===== src/smp_pkg.sv =====
// Shared constants, types and helpers for the message parser
// Notes on behaviour
// - Newline 0x0a ends a message
// - Character with end-of-line flag also terminates
// - Four-letter-or-less keywords: short equals long
// - Longer keywords: four letters, three if vowel
// - Other truncations of a root keyword are errors
// - Keyword holds whole short or long form
// - Keyword matching ignores letter case
// - Colon between keywords descends one level
// - Question mark after last keyword makes query
// - Data only follows the final keyword
// - A space separates keyword from data
// - Semicolons split message into units
// - Leading colon returns tree position to root
// - Terminator returns tree position to root
// - Unit after semicolon resolves at previous level
// - Voltage, current, function accepted at root
// - Root offers only the listed subsystems
// - Leading asterisk marks a common command
package smp_pkg;

  localparam logic [7:0] SMP_CH_NL    = 8'h0a;
  localparam logic [7:0] SMP_CH_SPACE = 8'h20;
  localparam logic [7:0] SMP_CH_STAR  = 8'h2a;
  localparam logic [7:0] SMP_CH_COLON = 8'h3a;
  localparam logic [7:0] SMP_CH_SEMI  = 8'h3b;
  localparam logic [7:0] SMP_CH_QUERY = 8'h3f;

  localparam int         SMP_KW_MAX   = 12;
  localparam logic [3:0] SMP_KW_MAX_L = 4'hc;
  localparam int         SMP_WORD_MAX = 9;
  localparam int         SMP_ROOT_N   = 14;
  localparam logic [2:0] SMP_LVL_MAX  = 3'h7;
  localparam logic [3:0] SMP_CODE_SUB = 4'hf;
  localparam int         SMP_EV_W     = 19;

  typedef enum logic [2:0] {
    EV_KW       = 3'h0,
    EV_SET      = 3'h1,
    EV_QUERY    = 3'h2,
    EV_DATA     = 3'h3,
    EV_COMMON   = 3'h4,
    EV_UNIT_END = 3'h5,
    EV_MSG_END  = 3'h6,
    EV_ERROR    = 3'h7
  } smp_ev_e;

  typedef enum logic [2:0] {
    S_START   = 3'h0,
    S_SEP     = 3'h1,
    S_KW      = 3'h2,
    S_QRY     = 3'h3,
    S_DATA    = 3'h4,
    S_COMMON  = 3'h5,
    S_DISCARD = 3'h6
  } smp_state_e;

  function automatic logic smp_is_alpha(input logic [7:0] c);
    return (c >= 8'h41 && c <= 8'h5a) || (c >= 8'h61 && c <= 8'h7a);
  endfunction : smp_is_alpha

  function automatic logic smp_is_alnum(input logic [7:0] c);
    return smp_is_alpha(c) || (c >= 8'h30 && c <= 8'h39);
  endfunction : smp_is_alnum

  function automatic logic [7:0] smp_upper(input logic [7:0] c);
    return (c >= 8'h61 && c <= 8'h7a) ? c - 8'h20 : c;
  endfunction : smp_upper

  // Long forms of root keywords, SOURCE children folded in
  function automatic logic [71:0] smp_root_word(input int e);
    case (e)
      0:       return 72'("ABORT");
      1:       return 72'("CALIBRATE");
      2:       return 72'("DISPLAY");
      3:       return 72'("INITIATE");
      4:       return 72'("LIST");
      5:       return 72'("MEASURE");
      6:       return 72'("OUTPUT");
      7:       return 72'("SOURCE");
      8:       return 72'("STATUS");
      9:       return 72'("SYSTEM");
      10:      return 72'("TRIGGER");
      11:      return 72'("VOLTAGE");
      12:      return 72'("CURRENT");
      default: return 72'("FUNCTION");
    endcase
  endfunction : smp_root_word

  function automatic logic [3:0] smp_root_len(input int e);
    case (e)
      0:       return 4'h5;
      1:       return 4'h9;
      2:       return 4'h7;
      3:       return 4'h8;
      4:       return 4'h4;
      5:       return 4'h7;
      6:       return 4'h6;
      7:       return 4'h6;
      8:       return 4'h6;
      9:       return 4'h6;
      10:      return 4'h7;
      11:      return 4'h7;
      12:      return 4'h7;
      default: return 4'h8;
    endcase
  endfunction : smp_root_len

endpackage : smp_pkg


===== src/smp_skid.sv =====
// Two-entry skid buffer between parser and event consumer
`timescale 1ns/1ps
module smp_skid
#(
  parameter int W = 19
)
(
  input  wire logic         clk,
  input  wire logic         resetn,
  input  wire logic [W-1:0] in_data,
  input  wire logic         in_valid,
  output      logic         in_ready,
  output      logic [W-1:0] out_data,
  output      logic         out_valid,
  input  wire logic         out_ready
);
  logic [W-1:0] skid;
  logic         skid_valid;
  logic [W-1:0] next_out_data;
  logic         next_out_valid;
  logic [W-1:0] next_skid;
  logic         next_skid_valid;

  // Ready depends only on a flop, so no path from out_ready to in_ready
  assign in_ready = !skid_valid;

  always_comb
  begin
    next_out_data   = out_data;
    next_out_valid  = out_valid;
    next_skid       = skid;
    next_skid_valid = skid_valid;
    if (skid_valid)
    begin
      if (out_ready)
      begin
        next_out_data   = skid;
        next_skid_valid = 1'b0;
      end
    end
    else if (in_valid && out_valid && !out_ready)
    begin
      next_skid       = in_data;
      next_skid_valid = 1'b1;
    end
    else if (in_valid)
    begin
      next_out_data  = in_data;
      next_out_valid = 1'b1;
    end
    else if (out_ready)
    begin
      next_out_valid = 1'b0;
    end
  end

  always_ff @(posedge clk or negedge resetn)
  begin
    if (!resetn)
    begin
      out_data   <= '0;
      out_valid  <= 1'b0;
      skid       <= '0;
      skid_valid <= 1'b0;
    end
    else
    begin
      out_data   <= next_out_data;
      out_valid  <= next_out_valid;
      skid       <= next_skid;
      skid_valid <= next_skid_valid;
    end
  end

endmodule : smp_skid


===== src/smp_kw_match.sv =====
// Root keyword matcher, short or long form, case already folded
`timescale 1ns/1ps
module smp_kw_match
(
  input  wire logic [95:0] buf_chars,
  input  wire logic [3:0]  buf_len,
  output      logic        hit,
  output      logic [3:0]  id
);
  import smp_pkg::*;

  always_comb
  begin
    logic [71:0] word;
    logic [3:0]  ll;
    logic [3:0]  sl;
    logic        ok;
    word = '0;
    ll   = '0;
    sl   = '0;
    ok   = 1'b0;
    hit  = 1'b0;
    id   = SMP_CODE_SUB;
    for (int e = 0; e < SMP_ROOT_N; e++)
    begin
      word = smp_root_word(e);
      ll   = smp_root_len(e);
      sl   = ll;
      if (ll > 4'h4)
      begin
        case (word[8*(ll-4) +: 8])
          8'h41, 8'h45, 8'h49, 8'h4f, 8'h55: sl = 4'h3;
          default:                           sl = 4'h4;
        endcase
      end
      // Exact short or long length only; partial spellings fail
      ok = (buf_len == sl) || (buf_len == ll);
      for (int i = 0; i < SMP_WORD_MAX; i++)
      begin
        if (i < int'(buf_len) && i < int'(ll))
        begin
          if (buf_chars[8*i +: 8] != word[8*(int'(ll)-1-i) +: 8])
          begin
            ok = 1'b0;
          end
        end
      end
      if (ok && !hit)
      begin
        hit = 1'b1;
        id  = 4'(e);
      end
    end
  end

endmodule : smp_kw_match


===== src/smp_parser.sv =====
// Character-level program message parser with event output stream
`timescale 1ns/1ps
module smp_parser
(
  input  wire logic                  clk,
  input  wire logic                  resetn,
  input  wire logic [7:0]            rx_data,
  input  wire logic                  rx_eol,
  input  wire logic                  rx_valid,
  output      logic                  rx_ready,
  output      logic                  ev_valid,
  input  wire logic                  ev_ready,
  output      smp_pkg::smp_ev_e      ev_kind,
  output      logic [2:0]            ev_level,
  output      logic [3:0]            ev_code,
  output      logic [7:0]            ev_char,
  output      logic                  ev_end,
  output      logic                  cmd_error
);
  import smp_pkg::*;

  smp_state_e   state;
  smp_state_e   next_state;
  logic [2:0]   level;
  logic [2:0]   next_level;
  logic [2:0]   unit_level;
  logic [2:0]   next_unit_level;
  logic [95:0]  kw_buf;
  logic [95:0]  next_kw_buf;
  logic [3:0]   kw_len;
  logic [3:0]   next_kw_len;
  logic         next_cmd_error;

  logic         acc;
  logic         term;
  logic [7:0]   uch;
  logic         kw_step;
  logic         app;
  logic [95:0]  m_buf;
  logic [3:0]   m_len;
  logic         m_hit;
  logic [3:0]   m_id;
  logic         kw_ok;
  logic [3:0]   kw_code;

  logic         push;
  smp_ev_e      p_kind;
  logic [3:0]   p_code;
  logic [7:0]   p_char;
  logic         p_end;
  logic [SMP_EV_W-1:0] p_word;
  logic [SMP_EV_W-1:0] o_word;
  logic         in_ready;

  assign acc      = rx_valid && in_ready;
  assign term     = (rx_data == SMP_CH_NL) || rx_eol;
  assign uch      = smp_upper(rx_data);
  assign kw_step  = (state == S_KW) ||
                    ((state == S_START || state == S_SEP) && smp_is_alpha(rx_data));
  assign app      = kw_step && smp_is_alnum(rx_data) && (kw_len < SMP_KW_MAX_L);

  // Matcher sees the current letter too, so a letter carrying EOL resolves
  always_comb
  begin
    m_buf = kw_buf;
    m_len = kw_len;
    if (app)
    begin
      m_buf[8*kw_len +: 8] = uch;
      m_len = kw_len + 4'h1;
    end
  end

  smp_kw_match u_match
  (
    .buf_chars (m_buf),
    .buf_len   (m_len),
    .hit       (m_hit),
    .id        (m_id)
  );

  // Below root the tree is not held here; any well-formed word passes
  assign kw_ok   = (level == 3'h0) ? m_hit : (m_len != 4'h0);
  assign kw_code = (level == 3'h0) ? m_id : SMP_CODE_SUB;

  always_comb
  begin
    next_state      = state;
    next_level      = level;
    next_unit_level = unit_level;
    next_kw_buf     = kw_buf;
    next_kw_len     = kw_len;
    next_cmd_error  = 1'b0;
    push            = 1'b0;
    p_kind          = EV_DATA;
    p_code          = kw_code;
    p_char          = rx_data;
    p_end           = term;
    if (acc)
    begin
      if (kw_step && smp_is_alnum(rx_data) && !rx_eol)
      begin
        next_state  = S_KW;
        next_kw_buf = m_buf;
        next_kw_len = m_len;
        if (!app)
        begin
          // Overlong word; clear length so the next message starts clean
          next_kw_len = 4'h0;
          push        = 1'b1;
          p_kind      = EV_ERROR;
          next_state  = S_DISCARD;
          next_cmd_error = 1'b1;
        end
      end
      else if (kw_step)
      begin
        next_kw_len = 4'h0;
        push        = 1'b1;
        p_kind      = EV_SET;
        if (!kw_ok)
        begin
          p_kind = EV_ERROR;
        end
        else if (term)
        begin
          next_state = S_START;
          next_level = 3'h0;
          next_unit_level = 3'h0;
        end
        else if (rx_data == SMP_CH_COLON)
        begin
          p_kind = EV_KW;
          next_state = S_SEP;
          next_level = level + 3'h1;
          if (level == SMP_LVL_MAX)
          begin
            p_kind = EV_ERROR;
          end
        end
        else if (rx_data == SMP_CH_QUERY)
        begin
          p_kind = EV_QUERY;
          next_state = S_QRY;
          next_unit_level = level;
        end
        else if (rx_data == SMP_CH_SPACE)
        begin
          next_state = S_DATA;
          next_unit_level = level;
        end
        else if (rx_data == SMP_CH_SEMI)
        begin
          next_state = S_START;
          next_unit_level = level;
        end
        else
        begin
          p_kind = EV_ERROR;
        end
        if (p_kind == EV_ERROR)
        begin
          next_cmd_error = 1'b1;
          next_state = term ? S_START : S_DISCARD;
          next_level = term ? 3'h0 : level;
        end
      end
      else
      begin
        case (state)
          S_START:
          begin
            if (term)
            begin
              push       = 1'b1;
              p_kind     = EV_MSG_END;
              next_level = 3'h0;
              next_unit_level = 3'h0;
            end
            else if (rx_data == SMP_CH_COLON)
            begin
              next_state = S_SEP;
              next_level = 3'h0;
              next_unit_level = 3'h0;
            end
            else if (rx_data == SMP_CH_STAR)
            begin
              push       = 1'b1;
              p_kind     = EV_COMMON;
              next_state = S_COMMON;
            end
            else if (rx_data != SMP_CH_SPACE)
            begin
              push       = 1'b1;
              p_kind     = EV_ERROR;
              next_state = S_DISCARD;
              next_cmd_error = 1'b1;
            end
          end
          S_QRY, S_DATA, S_COMMON:
          begin
            push   = 1'b1;
            p_kind = (state == S_COMMON) ? EV_COMMON : EV_DATA;
            if (rx_data == SMP_CH_NL)
            begin
              p_kind     = EV_MSG_END;
              next_state = S_START;
              next_level = 3'h0;
              next_unit_level = 3'h0;
            end
            else if (rx_data == SMP_CH_SEMI)
            begin
              p_kind     = EV_UNIT_END;
              next_state = S_START;
              next_level = unit_level;
            end
            else if (state == S_QRY && rx_data == SMP_CH_SPACE && !term)
            begin
              push       = 1'b0;
              next_state = S_DATA;
            end
            else if (state == S_QRY)
            begin
              p_kind     = EV_ERROR;
              next_state = term ? S_START : S_DISCARD;
              next_cmd_error = 1'b1;
            end
            if (rx_eol)
            begin
              next_state = S_START;
              next_level = 3'h0;
              next_unit_level = 3'h0;
            end
          end
          S_SEP:
          begin
            // Separator or root mark not followed by a keyword
            push           = 1'b1;
            p_kind         = EV_ERROR;
            next_cmd_error = 1'b1;
            next_state     = term ? S_START : S_DISCARD;
            next_level     = term ? 3'h0 : level;
          end
          S_DISCARD:
          begin
            if (term)
            begin
              push       = 1'b1;
              p_kind     = EV_MSG_END;
              next_state = S_START;
              next_level = 3'h0;
              next_unit_level = 3'h0;
            end
          end
          default:
          begin
            next_state = S_START;
            next_level = 3'h0;
          end
        endcase
      end
    end
  end

  always_ff @(posedge clk or negedge resetn)
  begin
    if (!resetn)
    begin
      state      <= S_START;
      level      <= 3'h0;
      unit_level <= 3'h0;
      kw_buf     <= '0;
      kw_len     <= 4'h0;
      cmd_error  <= 1'b0;
    end
    else
    begin
      state      <= next_state;
      level      <= next_level;
      unit_level <= next_unit_level;
      kw_buf     <= next_kw_buf;
      kw_len     <= next_kw_len;
      cmd_error  <= next_cmd_error;
    end
  end

  // One event at most per character, so the skid can never overflow
  assign p_word = {p_kind, level, p_code, p_char, p_end};

  smp_skid #(.W(SMP_EV_W)) u_skid
  (
    .clk       (clk),
    .resetn    (resetn),
    .in_data   (p_word),
    .in_valid  (acc && push),
    .in_ready  (in_ready),
    .out_data  (o_word),
    .out_valid (ev_valid),
    .out_ready (ev_ready)
  );

  assign rx_ready = in_ready;
  assign ev_kind  = smp_ev_e'(o_word[18:16]);
  assign ev_level = o_word[15:13];
  assign ev_code  = o_word[12:9];
  assign ev_char  = o_word[8:1];
  assign ev_end   = o_word[0];

  property p_nl_root;
    @(posedge clk) disable iff (!resetn)
    acc && rx_data == SMP_CH_NL |=> level == 3'h0 && state == S_START;
  endproperty
  a_nl_root : assert property (p_nl_root)
    else $error("Newline did not return parser to root");

  property p_eol_root;
    @(posedge clk) disable iff (!resetn)
    acc && rx_eol |=> level == 3'h0 && state == S_START;
  endproperty
  a_eol_root : assert property (p_eol_root)
    else $error("EOL character did not end the message");

  property p_colon_down;
    @(posedge clk) disable iff (!resetn)
    acc && kw_step && rx_data == SMP_CH_COLON && kw_ok && level != SMP_LVL_MAX
    |=> level == $past(level) + 3'h1 && state == S_SEP;
  endproperty
  a_colon_down : assert property (p_colon_down)
    else $error("Keyword separator did not descend one level");

  property p_query;
    @(posedge clk) disable iff (!resetn)
    acc && kw_step && rx_data == SMP_CH_QUERY && kw_ok
    |-> push && p_kind == EV_QUERY ##1 state == S_QRY;
  endproperty
  a_query : assert property (p_query)
    else $error("Query mark did not produce a query event");

  property p_space_data;
    @(posedge clk) disable iff (!resetn)
    acc && kw_step && rx_data == SMP_CH_SPACE && kw_ok |=> state == S_DATA;
  endproperty
  a_space_data : assert property (p_space_data)
    else $error("Space after keyword did not enter data");

  property p_unit_split;
    @(posedge clk) disable iff (!resetn)
    acc && state == S_DATA && rx_data == SMP_CH_SEMI && !rx_eol
    |=> state == S_START && level == $past(unit_level);
  endproperty
  a_unit_split : assert property (p_unit_split)
    else $error("Semicolon did not start a new unit at the saved level");

  property p_root_mark;
    @(posedge clk) disable iff (!resetn)
    acc && state == S_START && rx_data == SMP_CH_COLON && !rx_eol
    |=> level == 3'h0 && state == S_SEP;
  endproperty
  a_root_mark : assert property (p_root_mark)
    else $error("Root specifier did not reset the tree position");

  property p_sibling;
    @(posedge clk) disable iff (!resetn)
    acc && kw_step && rx_data == SMP_CH_SEMI && kw_ok && !rx_eol
    |=> level == $past(level) && unit_level == $past(level);
  endproperty
  a_sibling : assert property (p_sibling)
    else $error("Unit after semicolon left its sibling level");

  property p_common;
    @(posedge clk) disable iff (!resetn)
    acc && state == S_START && rx_data == SMP_CH_STAR && !rx_eol
    |-> push && p_kind == EV_COMMON ##1 state == S_COMMON;
  endproperty
  a_common : assert property (p_common)
    else $error("Asterisk did not open a common command");

  property p_error_flag;
    @(posedge clk) disable iff (!resetn)
    acc && push && p_kind == EV_ERROR |=> cmd_error ##1 !cmd_error || $past(acc);
  endproperty
  a_error_flag : assert property (p_error_flag)
    else $error("Rejected unit did not raise the command error");

  property p_len_exact;
    @(posedge clk) disable iff (!resetn)
    m_hit |-> m_len <= 4'h9;
  endproperty
  a_len_exact : assert property (p_len_exact)
    else $error("Keyword hit with length beyond any long form");

endmodule : smp_parser


===== config.mk =====
export PLATFORM = sky130hd
export DESIGN_NAME = smp_parser
export DESIGN_NICKNAME = d
export VERILOG_FILES = /design/src/smp_pkg.sv /design/src/smp_skid.sv /design/src/smp_kw_match.sv /design/src/smp_parser.sv
export SDC_FILE = /design/constraint.sdc
export NUM_CORES = 1
export LEC_CHECK = 0
export BUFFER_PORTS_ARGS = -buffer_cell sky130_fd_sc_hd__buf_2
export CAP_MARGIN = 20
export CORE_MARGIN = 4
export CORE_UTILIZATION = 45
export CTS_CLUSTER_DIAMETER = 60
export DETAILED_ROUTE_END_ITERATION = 8
export GPL_TIMING_DRIVEN = 0
export PLACE_DENSITY = 0.59
export SETUP_SLACK_MARGIN = 0.5
export SLEW_MARGIN = 0
export SYNTH_ARGS = -nofsm -noshare
export SYNTH_HDL_FRONTEND = slang
export SYNTH_SLANG_ARGS = --single-unit

===== constraint.sdc =====
create_clock -name clk -period 5.1 [get_ports clk]
set_input_delay 0.51 -clock clk [delete_from_list [all_inputs] [get_ports clk]]
set_output_delay 0.51 -clock clk [all_outputs]
set_load 0.05 [all_outputs]

==> qor.yml, run 1 <==
status: "complete, no violations"
worst_slew_pin_slew_ns: 1.09
fin_cells: 1636
ir_drop_v: 0.000204
insertion_delay_ns: 0.43
grt_pass1_vias: 9555
num_vias: 10445
multiInputGateArea_sq_mm: 0.00663
clock_skew_ns: 0.00916
grt_setup_unrepaired: "yes"
design.die.area_sq_mm: 0.0239
routed.top_layer: "met4"
antenna_left: 0
critical_path_required_ns: 5.42
seq_power_share_pct: 29.6
synth_ff_type: "dfrtp_1"
netlist_instances: 1242
rows: 53
fmax_mhz: 220
grt_max_degree: 70
syn_nets: 1267
detail_route.iter0.violations: 1005
combPwrFrac_pct: 41.4
grt_pass1_wl_mm: 57.7
clock_tree.root_cell: "clkbuf_16"
seq_area_frac_synth_pct: 32.5
met2_length_mm: 17.8
synth_top_area_share_pct: 32.5
cp_max_fo: 10
cts_tree: "yes"
antenna_cells: 0
cell_internal_pwr_w: 0.00238
min_path_type: "in -> async"
clkPwrFrac_pct: 29.0
antenna_found_initial: 0
fin_crit_ns: 4.55
firstDrtPassIters: 6
drc: 0
initial_core_util_pct: 45.9
worstPathArrival_ns: 4.86
power.density_mw_per_mm2: 356
wl_mm: 38.8
core_sq_mm: 0.0211
yosysTopAreaCell: "dfrtp_1"
drv_cap: 0
io_buffers: 32
fin_util_pct: 56.9
yosys_warnings: 0
die_h_microns: 155
numCtsBuffers: 17
max-slew-margin-rel_pct: 27.7
cpMaxStageDelayCell: "dfrtp_1"
wl_met1_mm: 16.1
crit_family: "compound AO/OA/AOI/OAI gates"
crit_buf_inv: 8
ys_types: 99
synth_area_leaders: "dfrtp_1, nand2_1, o21ai_0"
period_share_pct: 89.2
clk_pin_slew_ns: 0.07
layout-drive-gt1-share_pct: 20.6
path_class: "reg -> reg"
drv_slew: 0
dieWidth_microns: 155
cts_sinks: 126
synth_edf_count: 0
drt-wirelength-per-cell_microns: 23.7
regArea_sq_mm: 0.00316
ys_seq_elements: 126
p_sw_share_pct: 44.3
holdWs_ns: 0.0211
nets: 1373
setup_viol: 0
overflow: 0
syn_area_per_cell_sq_um: 7.80
p_switching_w: 0.00189
cts_buffer_depth: 2
path_common_cell: "buf_4"
setup-tns-final_ns: 0
path_cells: "buf_6 -> inv_1 -> ha_4 -> buf_8 -> nor2_4 -> and3_1 -> buf_4 -> nand3b_1 -> a211oi_2 -> buf_4 -> buf_4 -> a31oi_4 -> nor4_2 -> o211ai_1 -> o32ai_4 -> nor4_2 -> buf_4 -> a21oi_4 -> buf_6 -> a31oi_1 -> a221o_1"
io-pin-count: 35
slowest_delay_ns: 0.44
grt.total_usage_pct: 31.3
power_leakage_nw: 4.61
place_hpwl_mm: 28.2
syn2layout_area_growth_pct: 23.8
synth-async-reset-ratio_pct: 100
startpoint_type: "flip-flop"
cp-end-kind: "flip-flop"
routabilityCongestion: 1.05
finalHoldViolations: 0
via_per_inst: 6.38
synth_area_sq_mm: 0.00969
cts_hold_buf: 0
htree_num_levels: 4
n_fill_cell: 1999
post-place-cells: 1551
route.met3.wl_mm: 2.96
==> registers in the layout (all words and copies together), names as in the netlist <==
name               count
u_skid.out_valid       1
state                  3
u_skid.skid           19
u_skid.out_data       19
kw_buf                72
u_skid.skid_valid      1
cmd_error              1
level                  3
kw_len                 4
unit_level             3
==> worst reg2reg max path: stages (launching register included) <==
cell      delay [ns]
dfrtp_1         0.44
buf_6           0.17
inv_1           0.15
ha_4            0.23
buf_8           0.15
nor2_4          0.11
and3_1          0.16
buf_4           0.15
nand3b_1        0.10
a211oi_2        0.26
buf_4           0.21
buf_4           0.15
a31oi_4         0.13
nor4_2          0.36
o211ai_1        0.20
o32ai_4         0.36
nor4_2          0.09
buf_4           0.16
a21oi_4         0.32
buf_6           0.18
a31oi_1         0.08
a221o_1         0.27
==> cell families (layout without fill, tap and decap cells) <==
family                   after synthesis  in the layout  synth area share, %
AO/OA/AOI/OAI                        320            320                 23.2
XOR/XNOR                               2              2                0.181
adder cells (fa/ha/maj)               12             12                 1.55
buffers and inverters                109            228                 5.05
flip-flops                           126            126                 32.5
multiplexers                          45             45                 5.04
AND/OR/NAND/NOR                      628            628                 32.4
==> per-stage QoR <==
stage | instance area (sq um) | setup slack (ns) | power, W
6_report | 12000 | 0.552 | 0.00427
5_1_grt | 12000 | 0.430 | 0.00448
4_1_cts | 11300 | 0.501 | 0.00414
3_5_place_dp | 10300 | -1.08 | 0.00283
3_3_place_gp | 10300 | -1.28 | 0.00283
2_1_floorplan | 9750 | 0.518 | 0.00239
==> layout by cell type (no fill, tap or decap), drive strengths merged, types with 24 or more instances in the layout <==
master,n
mux2i,28
nor3,60
nand4,24
nand2,234
inv,31
nor4,30
clkbuf,76
buf,113
nor2,98
a21oi,25
o21ai,133
nand3,47
dfrtp,126
a31oi,26
==> per-layer routing <==
metal  GRT usage [%]  vias up
met5               0        -
met4            14.4        0
met3            5.76      132
met2            49.7      527
met1            41.4     4979
li1                -     4807
==> worst paths after layout <==
| check | cells past startpoint | endpoint | from | slack (ns) |
|---|---|---|---|---|
| worst max-delay path | 21 | level[2]$_DFFE_PN0P_ | kw_len[1]$_DFFE_PN0P_ | 0.55 |
| worst min-delay path | 1 | u_skid.out_data[3]$_DFFE_PN0P_ | resetn | 0.02 |
| worst max register to register | 21 | level[2]$_DFFE_PN0P_ | kw_len[1]$_DFFE_PN0P_ | 0.55 |
| worst min register to register | 2 | u_skid.out_data[7]$_DFFE_PN0P_ | u_skid.out_data[7]$_DFFE_PN0P_ | 0.48 |
| max in group asynchronous | 2 | kw_len[0]$_DFFE_PN0P_ | resetn | 4.30 |
| min in group clk | 2 | u_skid.skid_valid$_DFF_PN0_ | ev_ready | 0.31 |
==> timing repair <==
action,in CTS,in global routing
setup buffers,14,38
resized for setup,58,98
gates cloned,1,0
pin swaps,14,32
endpoints found under the setup margin,24,33
==> layout make-up <==
type / instances / area share [%]
inverter: 23 / 0.783
clock inverter: 15 / 1.40
buffer: 86 / 4.29
clock buffer: 17 / 3.55
timing repair buffer: 87 / 5.47
sequential: 126 / 26.3
tap: 275 / 2.87
multi-input combinational: 1007 / 55.3
==> Yosys cell counts (5+ instances only) <==
| cell | count |
|---|---|
| a211oi_1 | 16 |
| a21oi_1 | 21 |
| a221o_1 | 5 |
| a22o_1 | 7 |
| a31oi_1 | 24 |
| and2_1 | 7 |
| and3_1 | 20 |
| buf_2 | 13 |
| buf_4 | 7 |
| buf_6 | 5 |
| clkbuf_1 | 57 |
| dfrtp_1 | 126 |
| ha_1 | 12 |
| inv_1 | 22 |
| mux2_2 | 15 |
| mux2i_1 | 27 |
| nand2_1 | 232 |
| nand2b_1 | 20 |
| nand3_1 | 47 |
| nand3b_1 | 14 |
| nand4_1 | 23 |
| nor2_1 | 98 |
| nor2b_1 | 12 |
| nor3_1 | 59 |
| nor3b_1 | 17 |
| nor4_1 | 26 |
| nor4b_1 | 10 |
| o211ai_1 | 8 |
| o21ai_0 | 129 |
| o22ai_1 | 6 |
| o31ai_1 | 14 |
| o41ai_1 | 6 |
| or2_2 | 5 |
| or3_1 | 11 |
==> power by group through the flow <==
stage	registers, W	logic (W)	clock network (W)
after global placement	0.00127	0.00155	0
after CTS	0.00126	0.00163	0.00125
after detailed placement	0.00128	0.00156	0
after floorplan	0.00150	0.000891	0
final	0.00126	0.00176	0.00124
after global routing	0.00128	0.00189	0.00130
Power figures use the tool's default switching activity.
==> run 2, diff against run 1 <==
- CORE_ASPECT_RATIO: unset -> 1.2
- CORE_MARGIN: 4 -> 2
==> run 2 against run 1 <==
- global-route usage rose by 3.4 points
- clock power rose by 3%
- power rose by 1.1%
- hold slack got worse by 0.015 ns
- non-clock buffer count fell by 11
- final cell count fell by 0.92%
- register-to-register slack got worse by 0.02 ns
- sequential power barely moved
- combinational power barely moved
- die area fell by 5.1%
- sequential share of layout area rose by 0.27 points
- critical path depth fell by 2
- largest cell class unchanged
==> qor.yml, run 2 (synthesis results as in run 1) <==
startpoint_type: "primary input"
cts_tree: "yes"
overflow: 0
reg.largest.list: "kw_buf: 72 flops, u_skid.out_data: 19 flops, u_skid.skid: 19 flops"
numCtsBuffers: 17
drv_slew: 0
layout-drive-gt1-share_pct: 20.3
p_sw_share_pct: 44.0
p_switching_w: 0.00190
via_per_inst: 6.51
grt_pass1_vias: 9951
io_buffers: 32
grt_setup_unrepaired: "yes"
antenna_found_initial: 0
worst_slew_pin_slew_ns: 1.08
io-pin-count: 35
initial_core_util_pct: 46.0
cts_sinks: 126
syn2layout_area_growth_pct: 22.5
wl_mm: 39.6
max_flop_register: "kw_buf"
num_vias: 10547
clock_skew_ns: 0.0106
layout_common_cells: "nand2_1, o21ai_0, dfrtp_1"
largest_reg_flops: 72
crit_family: "compound AO/OA/AOI/OAI gates"
antenna_cells: 0
crit_buf_inv: 6
regToRegStartpoint: "kw_len[1]$_DFFE_PN0P_"
drt-wirelength-per-cell_microns: 24.5
finalHoldViolations: 0
routabilityCongestion: 1.05
path_class: "in -> reg"
period_share_pct: 90.9
status: "complete, no violations"
grt_pass1_wl_mm: 58.4
core_sq_mm: 0.0210
cell_internal_pwr_w: 0.00241
detail_route.iter0.violations: 958
clk_pin_slew_ns: 0.07
startpoint: "rx_data[0]"
fin_util_pct: 56.4
drv_cap: 0
fin_crit_ns: 4.63
rows: 58
path_cells: "buf_2 -> clkbuf_4 -> and2_1 -> clkbuf_2 -> o21bai_2 -> a32oi_4 -> buf_4 -> a21oi_1 -> a31oi_2 -> a211oi_1 -> nor4_1 -> o211ai_1 -> o32ai_4 -> nor4_2 -> buf_4 -> a21oi_4 -> buf_6 -> a311oi_1 -> a221o_1"
clkPwrFrac_pct: 29.7
combPwrFrac_pct: 41.0
min_path_type: "in -> async"
setup_viol: 0
firstDrtPassIters: 6
critical_path_required_ns: 5.41
max-slew-margin-rel_pct: 28.1
place_hpwl_mm: 28.7
nets: 1363
die_h_microns: 165
setup-tns-final_ns: 0
design.die.area_sq_mm: 0.0227
ir_drop_v: 0.000342
grt.total_usage_pct: 34.6
cp-end-kind: "flip-flop"
fmax_mhz: 216
cp_max_fo: 10
worstPathArrival_ns: 4.94
cpMaxStageDelayCell: "a31oi_2"
insertion_delay_ns: 0.44
htree_num_levels: 4
antenna_left: 0
grt_max_degree: 75
cts_buffer_depth: 2
mostFrequentLayoutCell: "nand2_1"
drc: 0
slowest_delay_ns: 0.48
dieWidth_microns: 138
clock_tree.root_cell: "clkbuf_16"
seq_power_share_pct: 29.3
path_common_cell: "buf_4"
power_leakage_nw: 4.55
power.density_mw_per_mm2: 363
==> run 2: cell count changes in the layout (fill, tap and decap cells not counted), sizes merged <==
cell | previous run | this run
buf | 113 | 103
clkinv | 4 | 2
inv | 31 | 32
a2111oi | 6 | 7
bufinv | 0 | 1
clkbuf | 76 | 75
==> run 2: power by group through the flow <==
stage	combinational [W]	clock [W]	sequential, W
floorplan	0.000891	0	0.00150
global placement	0.00155	0	0.00128
detailed placement	0.00155	0	0.00128
CTS	0.00165	0.00129	0.00126
global route	0.00190	0.00134	0.00129
finish	0.00177	0.00128	0.00126
==> run 2: layer usage <==
| metal | track usage, % | share of wire, % | vias up |
|---|---|---|---|
| li1 | - | - | 4792 |
| met1 | 41.2 | 39 | 5042 |
| met2 | 57.4 | 46 | 515 |
| met3 | 6.69 | 6.7 | 198 |
| met4 | 21.1 | 7.8 | 0 |
| met5 | 0 | 0 | - |
==> run 2: layout make-up <==
cell class	instances	area [sq um]
inverters	23	92.6
flip-flops and latches	126	3160
well taps	270	338
multi-input cells	1008	6610
clock buffers	17	425
repair buffers	76	561
plain buffers	86	515
fillers	2019	9180
clock inverters	15	168
==> run 2: stage by stage <==
stage	hold slack, ns	instances	power [W]	instance area, sq um	setup slack (ns)
after floorplan	0.214	1242	0.00239	9750	0.518
after global placement	0.456	1544	0.00283	10300	-1.28
after detailed placement	0.463	1546	0.00283	10300	-1.20
after CTS	0.0370	1599	0.00420	11400	0.504
after global routing	0.0486	1621	0.00453	11900	0.369
final	0.00634	1621	0.00431	11900	0.466
==> run 2: worst paths after layout <==
check / to / slack [ns] / depth (start not counted)
hold / removal: u_skid.skid[4]$_DFFE_PN0P_ / 0.006 / 1
min in group clk: u_skid.skid_valid$_DFF_PN0_ / 0.31 / 2
setup / recovery: level[1]$_DFFE_PN0P_ / 0.47 / 19
max in group asynchronous: kw_len[0]$_DFFE_PN0P_ / 4.32 / 2
hold reg to reg: u_skid.out_data[15]$_DFFE_PN0P_ / 0.47 / 2
setup reg to reg: level[1]$_DFFE_PN0P_ / 0.53 / 18
==> run 2: what timing repair did <==
item	4_1_cts	5_1_grt
gates resized for setup	79	72
pin swaps	19	30
buffers inserted	20	21
setup endpoints to repair	24	33
hold buffers	0	0
cloned	1	1
==> run 2: worst reg2reg max path: cells and delay by family, from the launching register on <==
family / cells / cell delay, ns
AOI/OAI and AO/OA: 8 / 2.31
buffers and inverters: 5 / 0.93
DFF: 1 / 0.42
and+or+nand+nor: 4 / 0.54
muxes: 1 / 0.23
